$ cat config.mk
export PLATFORM = sky130hd
export DESIGN_NAME = usart_sync_master_tx_addr_detect
export DESIGN_NICKNAME = d
export VERILOG_FILES = /design/src/usart_pkg.sv /design/src/usart_sync_master_tx_addr_detect.sv
export SDC_FILE = /design/constraint.sdc
export NUM_CORES = 1
export LEC_CHECK = 0
export BUFFER_PORTS_ARGS = -buffer_cell sky130_fd_sc_hd__buf_4
export CAP_MARGIN = 25
export CORE_MARGIN = 3
export CORE_UTILIZATION = 35
export DETAILED_ROUTE_END_ITERATION = 7
export GPL_TIMING_DRIVEN = 0
export PLACE_DENSITY = 0.59
export SETUP_SLACK_MARGIN = 0.15
export SYNTH_ARGS = -nofsm -noshare
export SYNTH_HDL_FRONTEND = slang
export SYNTH_SLANG_ARGS = --single-unit
$ cat constraint.sdc
create_clock -name clk -period 5.5 [get_ports clk]
set_clock_uncertainty 0.2 [all_clocks]
set_input_delay 0.55 -clock clk [delete_from_list [all_inputs] [get_ports clk]]
set_output_delay 0.55 -clock clk [all_outputs]
set_load 0.01 [all_outputs]
$ cat src/usart_pkg.sv
// Purpose: shared constants and types for the serial port block
// Assumes: byte-wide register port, printed offsets used as addresses
// Notes: bit positions are indices into 8-bit registers
package usart_pkg;
  // register addresses
  localparam logic [7:0] ADDR_IRQ_FLAGS = 8'h0C;
  localparam logic [7:0] ADDR_RX_STATUS = 8'h18;
  localparam logic [7:0] ADDR_TX_BUFFER = 8'h19;
  localparam logic [7:0] ADDR_RX_BUFFER = 8'h1A;
  localparam logic [7:0] ADDR_IRQ_ENABLES = 8'h8C;
  localparam logic [7:0] ADDR_TX_STATUS = 8'h98;
  localparam logic [7:0] ADDR_BAUD_DIVISOR = 8'h99;
  // flag and enable register bits
  localparam int BIT_RX_IRQ = 5;
  localparam int BIT_TX_IRQ = 4;
  // receive status and control bits
  localparam int BIT_SERIAL_PORT_ENABLE = 7;
  localparam int BIT_RX_NINTH_ENABLE = 6;
  localparam int BIT_SINGLE_RX_ENABLE = 5;
  localparam int BIT_CONT_RX_ENABLE = 4;
  localparam int BIT_ADDRESS_DETECT = 3;
  localparam int BIT_FRAMING_ERROR = 2;
  localparam int BIT_OVERRUN_ERROR = 1;
  localparam int BIT_RECEIVED_NINTH = 0;
  // transmit status and control bits
  localparam int BIT_CLOCK_SOURCE = 7;
  localparam int BIT_TX_NINTH_ENABLE = 6;
  localparam int BIT_TRANSMIT_ENABLE = 5;
  localparam int BIT_CLOCKED_MODE = 4;
  localparam int BIT_HIGH_SPEED_BAUD = 2;
  localparam int BIT_SHIFT_REG_EMPTY = 1;
  localparam int BIT_TX_NINTH_VALUE = 0;
  // frame lengths, oversampling and receive buffer depth
  localparam logic [3:0] WORD_BITS = 4'h8;
  localparam logic [3:0] FRAME_BITS = 4'h9;
  localparam logic [3:0] OS_MID = 4'h7;
  localparam logic [3:0] OS_LAST = 4'hF;
  localparam int RX_DEPTH = 2;
  localparam logic [1:0] RX_DEPTH_COUNT = 2'h2;

  typedef struct packed {
    logic [7:0] addr;
    logic [7:0] wdata;
    logic wr;
    logic rd;
  } reg_req_t;

  typedef struct packed {
    logic framing_error_flag;
    logic ninth;
    logic [7:0] data;
  } rx_frame_t;

  typedef enum logic [1:0] {RX_IDLE, RX_START, RX_DATA, RX_STOP} rx_state_t;
endpackage

$ cat src/usart_sync_master_tx_addr_detect.sv
// Purpose: serial port, synchronous master transmit and 9-bit receive
// Assumes: all pins come from outside and are synchronised here
// Notes: registers reached over a one-cycle strobe port
//
// Chosen here: strobed register access.
`timescale 1ns/1ps
module usart_sync_master_tx_addr_detect (
  input wire logic clk,
  input wire logic rst_n,
  input wire usart_pkg::reg_req_t bus,
  output logic [7:0] rd_data,
  input wire logic ck_in,
  output logic ck_out,
  output logic ck_oe,
  input wire logic dt_in,
  output logic dt_out,
  output logic dt_oe,
  output logic irq
);
  import usart_pkg::*;

  logic [7:0] irq_enables;
  logic [7:0] baud_divisor;
  logic serial_port_enable;
  logic receive_ninth_bit_enable;
  logic single_receive_enable;
  logic continuous_receive_enable;
  logic address_detect_enable;
  logic clock_source_select;
  logic transmit_ninth_bit_enable;
  logic transmit_enable;
  logic clocked_mode;
  logic high_speed_baud_select;
  logic transmit_ninth_bit_value;

  logic [7:0] transmit_buffer;
  logic tx_buffer_full;
  logic transmit_irq_flag;
  logic [8:0] transmit_shift_register;
  logic [3:0] bits_left;
  logic shift_register_empty;
  logic dt_q;
  logic tx_load;

  logic [7:0] baud_cnt;
  logic baud_run;
  logic tick;
  logic ck_q;
  logic master_on;
  logic rx_selected;
  logic ck_rise;
  logic ck_fall;

  logic dt_meta;
  logic dt_sync;
  logic dt_prev;
  logic ck_meta;
  logic ck_sync;

  rx_state_t rx_state;
  logic [3:0] os_cnt;
  logic [3:0] rx_bits;
  logic [3:0] last_bit;
  logic [8:0] receive_shift_register;
  logic [8:0] next_rsr;
  logic push_q;
  rx_frame_t push_frame;
  logic single_done;

  rx_frame_t rx_fifo [RX_DEPTH];
  logic [1:0] fifo_count;
  logic rd_ptr;
  logic wr_ptr;
  logic overrun_error_flag;
  logic push_ok;
  logic pop;
  logic receive_irq_flag;
  rx_frame_t head;

  logic wr_tx_buffer;
  logic [7:0] flags_rd;
  logic [7:0] rx_status_rd;
  logic [7:0] tx_status_rd;

  function automatic logic hit(input reg_req_t r, input logic [7:0] a);
    return r.addr == a;
  endfunction

  // the ninth bit lands at the top or shifts out of the way
  function automatic rx_frame_t frame_of(input logic [8:0] sr, input logic nine,
                                         input logic framing_error_flag);
    rx_frame_t f;
    f.framing_error_flag = framing_error_flag;
    if (nine) begin
      f.ninth = sr[8];
      f.data = sr[7:0];
    end else begin
      f.ninth = 1'b0;
      f.data = sr[8:1];
    end
    return f;
  endfunction

  // pin synchronisers; first stage feeds only the second
  always_ff @(posedge clk) begin
    if (!rst_n) begin
      dt_meta <= 1'b1;
      dt_sync <= 1'b1;
      dt_prev <= 1'b1;
      ck_meta <= 1'b0;
      ck_sync <= 1'b0;
    end else begin
      dt_meta <= dt_in;
      dt_sync <= dt_meta;
      dt_prev <= dt_sync;
      ck_meta <= ck_in;
      ck_sync <= ck_meta;
    end
  end

  // baud generator
  assign baud_run = transmit_enable | continuous_receive_enable | single_receive_enable;
  assign tick = baud_run && (baud_cnt == baud_divisor);

  always_ff @(posedge clk) begin
    if (!rst_n || !baud_run) begin
      baud_cnt <= '0;
    end else if (tick) begin
      baud_cnt <= '0;
    end else begin
      baud_cnt <= baud_cnt + 8'h01;
    end
  end

  // master shift clock
  assign master_on = serial_port_enable & clocked_mode & clock_source_select;
  assign rx_selected = continuous_receive_enable | single_receive_enable;
  assign ck_rise = tick & ~ck_q & master_on;
  assign ck_fall = tick & ck_q & master_on;

  always_ff @(posedge clk) begin
    if (!rst_n || !master_on || !baud_run) begin
      ck_q <= 1'b0;
    end else if (tick) begin
      ck_q <= ~ck_q;
    end
  end

  assign ck_out = ck_q;
  // clock stays out while receiving with internal clock
  assign ck_oe = master_on & baud_run;
  assign dt_out = dt_q;
  // data pin follows receive enables at once
  assign dt_oe = master_on & transmit_enable & ~rx_selected;

  // transmitter
  assign wr_tx_buffer = bus.wr && hit(bus, ADDR_TX_BUFFER);
  assign shift_register_empty = (bits_left == 4'h0);
  assign tx_load = transmit_enable & tx_buffer_full & shift_register_empty;

  always_ff @(posedge clk) begin
    if (!rst_n) begin
      transmit_buffer <= '0;
      tx_buffer_full <= 1'b0;
    end else begin
      if (tx_load) begin
        tx_buffer_full <= 1'b0;
      end
      if (wr_tx_buffer) begin
        transmit_buffer <= bus.wdata;
        tx_buffer_full <= 1'b1;
      end
    end
  end

  // a load sets the flag over the clearing write; the empty-buffer set yields to it
  always_ff @(posedge clk) begin
    if (!rst_n) begin
      transmit_irq_flag <= 1'b0;
    end else if (tx_load || (transmit_enable && !tx_buffer_full && !wr_tx_buffer)) begin
      transmit_irq_flag <= 1'b1;
    end else if (wr_tx_buffer) begin
      transmit_irq_flag <= 1'b0;
    end
  end

  // receive enables freeze shifting but keep the word
  always_ff @(posedge clk) begin
    if (!rst_n || !transmit_enable) begin
      transmit_shift_register <= '0;
      bits_left <= '0;
      dt_q <= 1'b0;
    end else if (tx_load) begin
      transmit_shift_register <= {transmit_ninth_bit_value, transmit_buffer};
      bits_left <= transmit_ninth_bit_enable ? FRAME_BITS : WORD_BITS;
    end else if (ck_rise && !rx_selected && !shift_register_empty) begin
      dt_q <= transmit_shift_register[0];
      transmit_shift_register <= {1'b0, transmit_shift_register[8:1]};
      bits_left <= bits_left - 4'h1;
    end
  end

  // receiver, async or synchronous master
  assign next_rsr = {dt_sync, receive_shift_register[8:1]};
  assign last_bit = (receive_ninth_bit_enable ? FRAME_BITS : WORD_BITS) - 4'h1;
  assign single_done = push_q & clocked_mode & single_receive_enable
                       & ~continuous_receive_enable;

  always_ff @(posedge clk) begin
    if (!rst_n || !serial_port_enable || !rx_selected) begin
      rx_state <= RX_IDLE;
      os_cnt <= '0;
      rx_bits <= '0;
      receive_shift_register <= '0;
      push_q <= 1'b0;
      push_frame <= '0;
    end else begin
      push_q <= 1'b0;
      if (clocked_mode) begin
        if (master_on && ck_fall) begin
          receive_shift_register <= next_rsr;
          if (rx_bits == last_bit) begin
            rx_bits <= '0;
            push_q <= 1'b1;
            push_frame <= frame_of(next_rsr, receive_ninth_bit_enable, 1'b0);
          end else begin
            rx_bits <= rx_bits + 4'h1;
          end
        end
      end else if (continuous_receive_enable) begin
        case (rx_state)
          RX_IDLE: begin
            // falling edge only: a low stop bit must not restart a frame
            if (dt_prev && !dt_sync) begin
              rx_state <= RX_START;
              os_cnt <= '0;
            end
          end
          RX_START: begin
            if (tick) begin
              if (os_cnt == OS_MID) begin
                os_cnt <= '0;
                rx_bits <= '0;
                rx_state <= dt_sync ? RX_IDLE : RX_DATA;
              end else begin
                os_cnt <= os_cnt + 4'h1;
              end
            end
          end
          RX_DATA: begin
            if (tick) begin
              if (os_cnt == OS_LAST) begin
                os_cnt <= '0;
                receive_shift_register <= next_rsr;
                if (rx_bits == last_bit) begin
                  rx_state <= RX_STOP;
                end else begin
                  rx_bits <= rx_bits + 4'h1;
                end
              end else begin
                os_cnt <= os_cnt + 4'h1;
              end
            end
          end
          RX_STOP: begin
            if (tick) begin
              if (os_cnt == OS_LAST) begin
                rx_state <= RX_IDLE;
                push_q <= 1'b1;
                push_frame <= frame_of(receive_shift_register,
                                       receive_ninth_bit_enable, ~dt_sync);
              end else begin
                os_cnt <= os_cnt + 4'h1;
              end
            end
          end
          default: begin
            rx_state <= RX_IDLE;
          end
        endcase
      end
    end
  end

  // two-deep receive buffer
  assign push_ok = push_q & ~overrun_error_flag & (fifo_count != RX_DEPTH_COUNT)
                   & ~(address_detect_enable & receive_ninth_bit_enable
                       & ~push_frame.ninth);
  assign pop = bus.rd && hit(bus, ADDR_RX_BUFFER) && (fifo_count != 2'h0);
  assign head = rx_fifo[rd_ptr];
  assign receive_irq_flag = (fifo_count != 2'h0);

  always_ff @(posedge clk) begin
    if (!rst_n) begin
      fifo_count <= '0;
      rd_ptr <= 1'b0;
      wr_ptr <= 1'b0;
      for (int i = 0; i < RX_DEPTH; i++) begin
        rx_fifo[i] <= '0;
      end
    end else begin
      if (push_ok) begin
        rx_fifo[wr_ptr] <= push_frame;
        wr_ptr <= ~wr_ptr;
      end
      if (pop) begin
        rd_ptr <= ~rd_ptr;
      end
      fifo_count <= fifo_count + {1'b0, push_ok} - {1'b0, pop};
    end
  end

  // a full buffer loses the word; set wins over the clear
  always_ff @(posedge clk) begin
    if (!rst_n) begin
      overrun_error_flag <= 1'b0;
    end else if (push_q && !overrun_error_flag && fifo_count == RX_DEPTH_COUNT) begin
      overrun_error_flag <= 1'b1;
    end else if (!continuous_receive_enable) begin
      overrun_error_flag <= 1'b0;
    end
  end

  assign irq = (receive_irq_flag & irq_enables[BIT_RX_IRQ])
               | (transmit_irq_flag & irq_enables[BIT_TX_IRQ]);

  // control registers
  always_ff @(posedge clk) begin
    if (!rst_n) begin
      irq_enables <= '0;
      baud_divisor <= '0;
      serial_port_enable <= 1'b0;
      receive_ninth_bit_enable <= 1'b0;
      single_receive_enable <= 1'b0;
      continuous_receive_enable <= 1'b0;
      address_detect_enable <= 1'b0;
      clock_source_select <= 1'b0;
      transmit_ninth_bit_enable <= 1'b0;
      transmit_enable <= 1'b0;
      clocked_mode <= 1'b0;
      high_speed_baud_select <= 1'b0;
      transmit_ninth_bit_value <= 1'b0;
    end else begin
      if (single_done) begin
        single_receive_enable <= 1'b0;
      end
      if (bus.wr) begin
        if (hit(bus, ADDR_RX_STATUS)) begin
          serial_port_enable <= bus.wdata[BIT_SERIAL_PORT_ENABLE];
          receive_ninth_bit_enable <= bus.wdata[BIT_RX_NINTH_ENABLE];
          single_receive_enable <= bus.wdata[BIT_SINGLE_RX_ENABLE];
          continuous_receive_enable <= bus.wdata[BIT_CONT_RX_ENABLE];
          address_detect_enable <= bus.wdata[BIT_ADDRESS_DETECT];
        end else if (hit(bus, ADDR_IRQ_ENABLES)) begin
          irq_enables <= bus.wdata;
        end else if (hit(bus, ADDR_TX_STATUS)) begin
          clock_source_select <= bus.wdata[BIT_CLOCK_SOURCE];
          transmit_ninth_bit_enable <= bus.wdata[BIT_TX_NINTH_ENABLE];
          transmit_enable <= bus.wdata[BIT_TRANSMIT_ENABLE];
          clocked_mode <= bus.wdata[BIT_CLOCKED_MODE];
          high_speed_baud_select <= bus.wdata[BIT_HIGH_SPEED_BAUD];
          transmit_ninth_bit_value <= bus.wdata[BIT_TX_NINTH_VALUE];
        end else if (hit(bus, ADDR_BAUD_DIVISOR)) begin
          baud_divisor <= bus.wdata;
        end
      end
    end
  end

  // read words; flag bits ignore writes
  always_comb begin
    flags_rd = '0;
    flags_rd[BIT_RX_IRQ] = receive_irq_flag;
    flags_rd[BIT_TX_IRQ] = transmit_irq_flag;
    rx_status_rd = '0;
    rx_status_rd[BIT_SERIAL_PORT_ENABLE] = serial_port_enable;
    rx_status_rd[BIT_RX_NINTH_ENABLE] = receive_ninth_bit_enable;
    rx_status_rd[BIT_SINGLE_RX_ENABLE] = single_receive_enable;
    rx_status_rd[BIT_CONT_RX_ENABLE] = continuous_receive_enable;
    rx_status_rd[BIT_ADDRESS_DETECT] = address_detect_enable;
    rx_status_rd[BIT_FRAMING_ERROR] = receive_irq_flag & head.framing_error_flag;
    rx_status_rd[BIT_OVERRUN_ERROR] = overrun_error_flag;
    rx_status_rd[BIT_RECEIVED_NINTH] = receive_irq_flag & head.ninth;
    tx_status_rd = '0;
    tx_status_rd[BIT_CLOCK_SOURCE] = clock_source_select;
    tx_status_rd[BIT_TX_NINTH_ENABLE] = transmit_ninth_bit_enable;
    tx_status_rd[BIT_TRANSMIT_ENABLE] = transmit_enable;
    tx_status_rd[BIT_CLOCKED_MODE] = clocked_mode;
    tx_status_rd[BIT_HIGH_SPEED_BAUD] = high_speed_baud_select;
    tx_status_rd[BIT_SHIFT_REG_EMPTY] = shift_register_empty;
    tx_status_rd[BIT_TX_NINTH_VALUE] = transmit_ninth_bit_value;
  end

  always_ff @(posedge clk) begin
    if (!rst_n) begin
      rd_data <= '0;
    end else if (bus.rd) begin
      if (hit(bus, ADDR_IRQ_FLAGS)) begin
        rd_data <= flags_rd;
      end else if (hit(bus, ADDR_RX_STATUS)) begin
        rd_data <= rx_status_rd;
      end else if (hit(bus, ADDR_TX_BUFFER)) begin
        rd_data <= transmit_buffer;
      end else if (hit(bus, ADDR_RX_BUFFER)) begin
        rd_data <= receive_irq_flag ? head.data : 8'h00;
      end else if (hit(bus, ADDR_IRQ_ENABLES)) begin
        rd_data <= irq_enables;
      end else if (hit(bus, ADDR_TX_STATUS)) begin
        rd_data <= tx_status_rd;
      end else if (hit(bus, ADDR_BAUD_DIVISOR)) begin
        rd_data <= baud_divisor;
      end else begin
        rd_data <= 8'h00; // shift registers stay unreachable
      end
    end else begin
      rd_data <= 8'h00;
    end
  end

  // clock pin input kept for a later slave mode
  logic ck_unused;
  assign ck_unused = ck_sync;
endmodule // usart_sync_master_tx_addr_detect

After elaboration in Yosys (flattened, before gate mapping)
Memory sizes are Yosys's and may differ from the RTL's. A register that Yosys moved wholly into a read port is not among the register bits.
Cells that the tools add are included.
{"block": "word_totals", "input_bits": 22, "ff_bits": 106, "out_inout_bits": 13, "elab_cells": 260, "mem_bits_rw": 20, "n_memories": 1}
{"block": "op_classes", "n_mux": 82, "bitwise_logic": 43, "eq_ne": 33, "n_addsub": 7, "reduce_logical": 56}
{"memory": "rx_fifo", "depth": 2, "word_bits": 10, "rd": 1, "rd_clocked_by_memory_dff": 1, "write_ports": 2, "line_no": "usart_sync_master_tx_addr_detect.sv:70", "text": "rx_frame_t rx_fifo [RX_DEPTH];"}
{"operator": "$mux 9", "count": 10}
{"operator": "$mux 10", "count": 8}
{"operator": "$mux 4", "count": 18}
{"operator": "$mux 8", "count": 7}
{"operator": "$mux 1", "count": 26}
{"operator": "$eq 8x5->1 const B", "count": 3}
{"operator": "$eq 8x8->1 const B", "count": 3}
{"operator": "$and 1x1->1", "count": 23}
{"operator": "$ne 2x2->1 const B", "count": 10}
{"operator": "$mux 2", "count": 9}
{"operator": "$reduce_bool 2->1", "count": 9}
{"operator": "$not 1->1", "count": 16}
{"operator": "$pmux 4 s4", "count": 1}
{"operator": "$ne 3x3->1 const B", "count": 5}
{"operator": "$logic_and 1x1->1", "count": 12}
{"operator": "$logic_not 1->1", "count": 11}
{"operator": "$reduce_and 10->1", "count": 1}
{"operator": "$reduce_and 5->1", "count": 2}
{"operator": "$reduce_or 10->1", "count": 1}
{"operator": "$add 4x1->4 const B", "count": 2}
{"operator": "$add 8x1->8 const B", "count": 1}
{"operator": "$eq 8x4->1 const B", "count": 1}
{"operator": "$eq 8x8->1", "count": 1}
{"operator": "$pmux 2 s4", "count": 1}
{"operator": "24 further kinds", "count": 40}

Longest topological paths before layout
Gate-level depths: netlist (run 1).
{"block": "depth", "ltp_word": 9, "depth_mapped": 10, "mapped_depth_nobuf": 9}

Least setup slack after synthesis (run 1)
Ideal clock, no wire load.
{"block": "synth_timing", "kind": "input to register", "startpoint": "input bus[10] (netlist name)", "endpoint": "register fifo_count[1]", "setup_time_ns": 0.115, "t_arrival_ns": 2.493, "required_time_ns": 5.185, "path_buffers": 1, "cell_stages": 10, "slack_ns": 2.692, "cell_sequence": "buf_2 nor4bb_1 nand2_1 nor3_1 ha_1 inv_1 ha_1 xnor2_1 xnor2_1 and2_1"}
{"block": "synth_via", "elab_chain_cells": 4}
{"element": "from (decl)", "line_no": "usart_sync_master_tx_addr_detect.sv:10", "text": "input wire usart_pkg::reg_req_t bus,"}
{"element": "$eq 8x5->1", "line_no": "usart_sync_master_tx_addr_detect.sv:86", "text": "return r.addr == a;"}
{"element": "$logic_and 1x1->1 (2 in series)", "line_no": "usart_sync_master_tx_addr_detect.sv:289", "text": "assign pop = bus.rd && hit(bus, ADDR_RX_BUFFER) && (fifo_count != 2'h0);"}
{"element": "via pop", "line_no": "usart_sync_master_tx_addr_detect.sv:76", "text": "logic pop;"}
{"element": "$sub 2x1->2", "line_no": "usart_sync_master_tx_addr_detect.sv:309", "text": "fifo_count <= fifo_count + {1'b0, push_ok} - {1'b0, pop};"}
{"element": "to (signal assigned)", "line_no": "usart_sync_master_tx_addr_detect.sv:309"}
{"element": "to (decl)", "line_no": "usart_sync_master_tx_addr_detect.sv:71", "text": "logic [1:0] fifo_count;"}
The timed path passes the listed nets, and every way through them passes these cells.
A chain may end at the register's enable or synchronous reset.

Final worst setup path (run 1)
Ends and elaborated chain as after synthesis.

==> out/metrics.csv, run 1 <==
metric,value,unit
Int Pwr,0.001769,W
wire length per cell,16.20,um
Post-synth EDFFs,20,
"Setup violations, final",0,
clock sink count,127,
H-Tree Depth,4,
syn avg cell area,9.203,um2
Final ANT Viol Nets,0,
most used flip-flop cell after synthesis,dfxtp_1,
total CTS buffers,17,
r2r setup slk,2880,ps
Clock Latency Late Sink,420,ps
VDD IR max,0.0002241,V
Comb power frac,2.5,%
clock power share,54.3,%
Clock Pin Slew Worst Setup and Hold Paths,60,ps
DR pass1 iterations,5,
clock root cell,clkbuf_16,
worst-path fanout max,10,
CTS resizes,0,
CP max stage delay,730,ps
CTS tree,done,
GR Overflow Total,0,
Worst Max-Slew Pin Slew,971.9,ps
Core Area,16760,um2
Worst path top cell family by delay,simple AND/OR/NAND/NOR gates,
Fin. Hold Viols,0,
reg2reg path depth,7,
outcome,completed,
routed via count,4919,
Fill cells,1643,
antenna cells,0,
Reg-to-Reg Start,bits_left[0],
critical path class,in2reg,
largest net degree at the start of global routing,17,
P_sw,0.0004431,W
Crit Reg-Reg Endpoint,transmit_shift_register[3],
Synth Cell Area,6056,um2
worst endpoint required time,5610,ps
"commonest non-fill, non-tap cell in the layout",dfxtp_1,
"FF+latch count, synth",127,
leakage,2.478,nW
Post-CTS Setup Bufs,0,
minimum clock period,2806,ps
Max Cap Viol,0,
Starting Density,36.13,%
GRT Util Overall,16.93,%
Power per Cell Area,306.4,nW/um2
Pins Over Slew Limit,0,
drt first-iter violations,434,
sequential share of the synthesized area,45.29,%
Syn Nets,686,
most frequent cells in the layout,"dfxtp_1 (107), nand2_1 (72), nor2_1 (58), mux2i_1 (51), a21oi_1 (41)",
Setup crit end kind,flop,
Core Rows,47,
IO Pins,35,
crit path max-delay cell type,nor4bb_1,
Buf/Inv on CP,2,
Area Overhead vs Synth,19.24,%
crit share post-route,51.01,%
post-route setup TNS,0,ps
die width,137.5,um
Worst EP arrival,2920,ps
drt via density,5.222,
initial antenna violation count,0,
setup slack at placement,2268,ps
die area,18920,um2
Hold Path Class,in2reg,
Post-Route WL,15260,um
register share of total power,43.2,%
Worst Hold Path EP,dt_meta,
Sw Ratio,20.03,%
HP Start,dt_in,
worst hold path depth,2,
DRC violations left,0,
post-route setup slack,2694,ps
port bufs,31,
"Async S/R FF share, synth",0,%
CP startpoint kind,input port,
Post-Syn Instances,658,
worst-case clock buffer depth,2,
post-synth cell types,55,
unrepaired setup endpoints after global routing,no,
hold_buf cts,0,
HPWL after DPL,11470,um
vias in the first global route,4773,
CP cell instances,"buf_2, nor4bb_1, nand2_1, nor3_1, ha_1, inv_1, ha_1, xnor2_1, xnor2_1, and2_1",
Die Y,137.5,um
Max Fclk,0.3564,GHz
first-pass GRT wire length,24580,um
Synth warnings,0,
Slew HR,35.06,%
RePlAce Congestion,0.8615,
nets,737,
share of cells above drive strength 1,13.30,%
registers in the layout, summed over array words and instances (netlist names), 8 cells and up, named ones only:
register,cells
push_frame,10
baud_divisor,8
transmit_shift_register,9
irq_enables,8
receive_shift_register,9
rx_fifo,20
baud_cnt,8
transmit_buffer,8
rd_data,8
power groups by stage:
stage / registers [W] / clock network, W / logic (W)
2_1_floorplan: 0.000973 / 0 / 0.0000273
3_3_place_gp: 0.000974 / 0 / 0.0000551
3_5_place_dp: 0.000974 / 0 / 0.0000560
4_1_cts: 0.000955 / 0.00122 / 0.0000562
5_1_grt: 0.000955 / 0.00127 / 0.0000605
6_report: 0.000955 / 0.00120 / 0.0000562
layer usage:
metal  vias to the layer above  GRT usage (%)  wire length, um
met1                      2336          21.20             6915
li1                       2440              -                -
met5                         -              0                0
met3                        28          4.492              661
met2                       115          27.82             7305
met4                         0          6.541              377
per-stage QoR:
step / area (um2) / hold WS [ps] / utilization (%) / total power, W / instances
6_report: 7221 / 107.9 / 43.08 / 0.002212 / 942
5_1_grt: 7221 / 99.26 / 43.08 / 0.002283 / 942
4_1_cts: 7221 / 91.30 / 43.08 / 0.002234 / 942
3_5_place_dp: 6569 / 199.5 / 39.19 / 0.001030 / 910
3_3_place_gp: 6564 / 194.8 / 39.16 / 0.001029 / 909
2_1_floorplan: 6056 / 186.3 / - / 0.001001 / 658
kinds of logic (layout without fill, tap and decap cells):
family,count (synthesis),count (layout),synth area share [%]
multiplexers,60,60,10.10
buffers and inverters,40,104,2.582
AND/OR/NAND/NOR,272,272,23.37
adder cells (fa/ha/maj),6,6,1.240
flip-flops,127,127,45.29
XOR/XNOR,21,21,3.285
AO/OA/AOI/OAI,132,132,14.13
final cells by class:
| type | count | area [um2] | share of cell area, % |
|---|---|---|---|
| multi-input cells | 491 | 3157 | 43.72 |
| flip-flops and latches | 127 | 2743 | 37.98 |
| clock buffers | 26 | 561.8 | 7.780 |
| well taps | 220 | 275.3 | 3.812 |
| repair buffers | 32 | 237.7 | 3.292 |
| plain buffers | 29 | 115.1 | 1.594 |
| clock inverters | 6 | 90.09 | 1.248 |
| inverters | 11 | 41.29 | 0.5718 |
cell usage after synthesis, types with 4 or more instances:
library cell,instances,area [um2]
a211oi_1,4,30.03
a21boi_0,21,157.7
a21oi_1,41,205.2
a22oi_1,15,112.6
and2_1,27,168.9
and3_1,7,43.79
buf_2,5,25.02
clkbuf_1,23,86.33
dfxtp_1,107,2142
edfxtp_1,20,600.6
ha_1,6,75.07
inv_1,11,41.29
mux2_2,9,101.4
mux2i_1,51,510.5
nand2_1,72,270.3
nand2b_1,7,43.79
nand3_1,29,145.1
nand4_1,4,25.02
nor2_1,58,217.7
nor2b_1,28,175.2
nor3_1,9,45.04
nor3b_1,6,45.04
o21ai_0,29,145.1
or2_2,4,25.02
xnor2_1,13,113.9
xor2_1,6,52.55
worst max path at each step:
stage          startpoint       endpoint  slack, ps  depth (start not counted)
2_1_floorplan     bus[10]  fifo_count[1]       2690                         10
3_3_place_gp      bus[10]  fifo_count[1]       2310                         10
3_5_place_dp      bus[10]  fifo_count[1]       2270                         10
4_1_cts           bus[10]  fifo_count[1]       2700                         10
5_1_grt           bus[10]  fifo_count[1]       2480                         10
6_report          bus[10]  fifo_count[1]       2690                         10
(Power assumes the default switching activity.)
==> run 2: changes to the inputs <==
--- a/config.mk
+++ b/config.mk
@@ -11,7 +11,7 @@
 export CORE_UTILIZATION = 35
 export DETAILED_ROUTE_END_ITERATION = 7
 export GPL_TIMING_DRIVEN = 0
-export PLACE_DENSITY = 0.59
+export PLACE_DENSITY = 0.61
 export SETUP_SLACK_MARGIN = 0.15
 export SYNTH_ARGS = -nofsm -noshare
 export SYNTH_HDL_FRONTEND = slang
==> constraint.sdc (replaced) <==
create_clock -name clk -period 2.3 [get_ports clk]
set_clock_uncertainty 0.2 [all_clocks]
set_input_delay 0.23 -clock clk [delete_from_list [all_inputs] [get_ports clk]]
set_output_delay 0.23 -clock clk [all_outputs]
set_load 0.01 [all_outputs]
==> run 2 against run 1 <==
Hold slack lost 32 ps. Design area grew 9.3%. Routed wire length up 6.3%. Combinational power rose to 2.8 times the previous value. Global-route usage rose by 0.57 points. Die area is the same. Register-to-register slack worse by 2800 ps. Non-clock buffer count up 38. First-iteration DRC count down 25%. Sequential power increased by 140%. Power is 130% higher. Critical endpoint is now rx_bits[2]. Largest cell class unchanged.
==> out/metrics.csv, run 2 (synthesis results as in run 1) <==
metric,value,unit,change
outcome,completed,,
Worst path top cell family by delay,simple AND/OR/NAND/NOR gates,,
unrepaired setup endpoints after global routing,yes,,
Core Rows,47,,unchanged
Worst EP arrival,2420,ps,-500 ps
Starting Density,36.13,%,unchanged
DRC violations left,0,,unchanged
Top reg by flops,rx_fifo,,
"commonest non-fill, non-tap cell in the layout",dfxtp_1,,
IO Pins,35,,unchanged
wire length per cell,16.55,um,+2.2%
initial antenna violation count,0,,unchanged
Post-Route WL,16220,um,+6.3%
most frequent cells in the layout,"dfxtp_1 (88), nand2_1 (70), nor2_1 (55), buf_4 (55), mux2i_1 (49)",,
Clock Latency Late Sink,430,ps,about the same
vias in the first global route,4893,,+2.5%
Max Cap Viol,0,,unchanged
die area,18920,um2,unchanged
H-Tree Depth,4,,unchanged
drt first-iter violations,326,,-25%
"Setup violations, final",0,,unchanged
CP cell instances,"or3_4, nand3_4, or3_4, a211o_4, or4b_4, a21oi_2",,
routed via count,5121,,+4.1%
Buf/Inv on CP,0,,-2
GR Overflow Total,0,,unchanged
antenna cells,0,,unchanged
Setup crit end kind,flop,,
worst-path fanout max,4,,-6
Area Overhead vs Synth,30.29,%,
CTS tree,done,,
total CTS buffers,17,,unchanged
Slew HR,49.05,%,+14 points
CP startpoint kind,flop,,
Die Y,137.5,um,unchanged
port bufs,31,,unchanged
HPWL after DPL,11250,um,-2.0%
Pins Over Slew Limit,0,,unchanged
clock sink count,127,,unchanged
Core Area,16760,um2,unchanged
minimum clock period,2269,ps,
max reg flops,20,,unchanged
crit path max-delay cell type,or4b_4,,
crit share post-route,98.65,%,
dpl cells,909,,-0.11%
worst endpoint required time,2450,ps,-3160 ps
Worst Max-Slew Pin Slew,761.5,ps,-210.5 ps
GRT Util Overall,17.50,%,+0.57 points
Hold Path Class,in2reg,,
Final ANT Viol Nets,0,,unchanged
nets,775,,+5.2%
leakage,2.719,nW,+9.7%
Most common cell on crit path,or3_4,,
fin util,47.08,%,+4.0 points
Power per Cell Area,632.3,nW/um2,+110%
final non-filler cell total,980,,+4.0%
Clock Pin Slew Worst Setup and Hold Paths,60,ps,about the same
DR pass1 iterations,5,,unchanged
clock root cell,clkbuf_16,,
share of cells above drive strength 1,25.53,%,+12 points
worst-case clock buffer depth,2,,unchanged
RePlAce Congestion,0.9605,,+11%
Max Fclk,0.4407,GHz,
drt via density,5.226,,about the same
VDD IR max,0.0005465,V,+140%
biggest regs,"rx_fifo (20), push_frame (10)",,
first-pass GRT wire length,25360,um,+3.1%
critical path class,reg2reg,,
largest net degree at the start of global routing,17,,unchanged
Fin. Hold Viols,0,,unchanged
CP max stage delay,490,ps,-240 ps
die width,137.5,um,unchanged
[run 2: changes by cell type in the layout (fill, tap and decap cells not counted), sizes merged]
cell / before / now
clkbuf: 49 / 43
bufinv: 2 / 1
buf: 38 / 67
inv: 12 / 11
clkinv: 2 / 9
dlygate4sd3: 0 / 10
[run 2: layout make-up]
class,count,area (um2)
buffer,29,148.9
sequential,127,2781
inverter,11,41.29
timing repair buffer,70,585.6
fill,1535,8870
tap,220,275.3
clock inverter,11,90.09
multi-input combinational,491,3497
clock buffer,21,470.5
[run 2: tightest hold or removal path: stages]
cell     delay [ps]
buf_4           110
nor2_1           80
a21oi_1         150
o21ai_0          80
[run 2: path summary, 6_finish.rpt]
check	slack, ps	startpoint	cells past startpoint	to
max	30	single_receive_enable	6	rx_bits[2]
min	80	bus[17]	4	rd_data[4]
max reg2reg	30	single_receive_enable	6	rx_bits[2]
min reg2reg	210	dt_meta	1	dt_sync
[run 2: through the flow]
step	total power (W)	hold slack (ps)	setup WS, ps	area [um2]	TNS [ps]
3_3_place_gp	0.002463	190.7	-266.9	6654	-6265
4_1_cts	0.005015	54.35	-93.02	7635	-344.2
3_5_place_dp	0.002465	198.5	-267.4	6654	-7937
2_1_floorplan	0.002395	131.5	45.43	6146	0
6_report	0.004989	76.02	31.13	7890	0
5_1_grt	0.005138	108.9	-59.22	7890	-160.7
[run 2: report_power, final]
part           switching [W]  total (W)  internal [W]
sequential        0.00000715    0.00228       0.00227
clock               0.000998    0.00256       0.00156
combinational      0.0000908   0.000157     0.0000666
total                0.00110    0.00499       0.00389
[run 2: timing repair]
| item | CTS | global route |
|---|---|---|
| hold buffers | 10 | 0 |
| buffers inserted | 15 | 12 |
| endpoints found under the hold margin | 38 | 0 |
| cloned | 2 | 0 |
| resized for setup | 53 | 41 |
| pin swaps | 16 | 20 |
| endpoints found under the setup margin | 66 | 75 |
[run 2: metal layers]
layer | global-route usage, % | up-vias | part of all wire [%]
met5 | 0 | - | 0
met2 | 28.55 | 128 | 49
met1 | 21.71 | 2454 | 44
li1 | - | 2511 | -
met4 | 6.818 | 0 | 1.8
met3 | 5.223 | 28 | 5.0
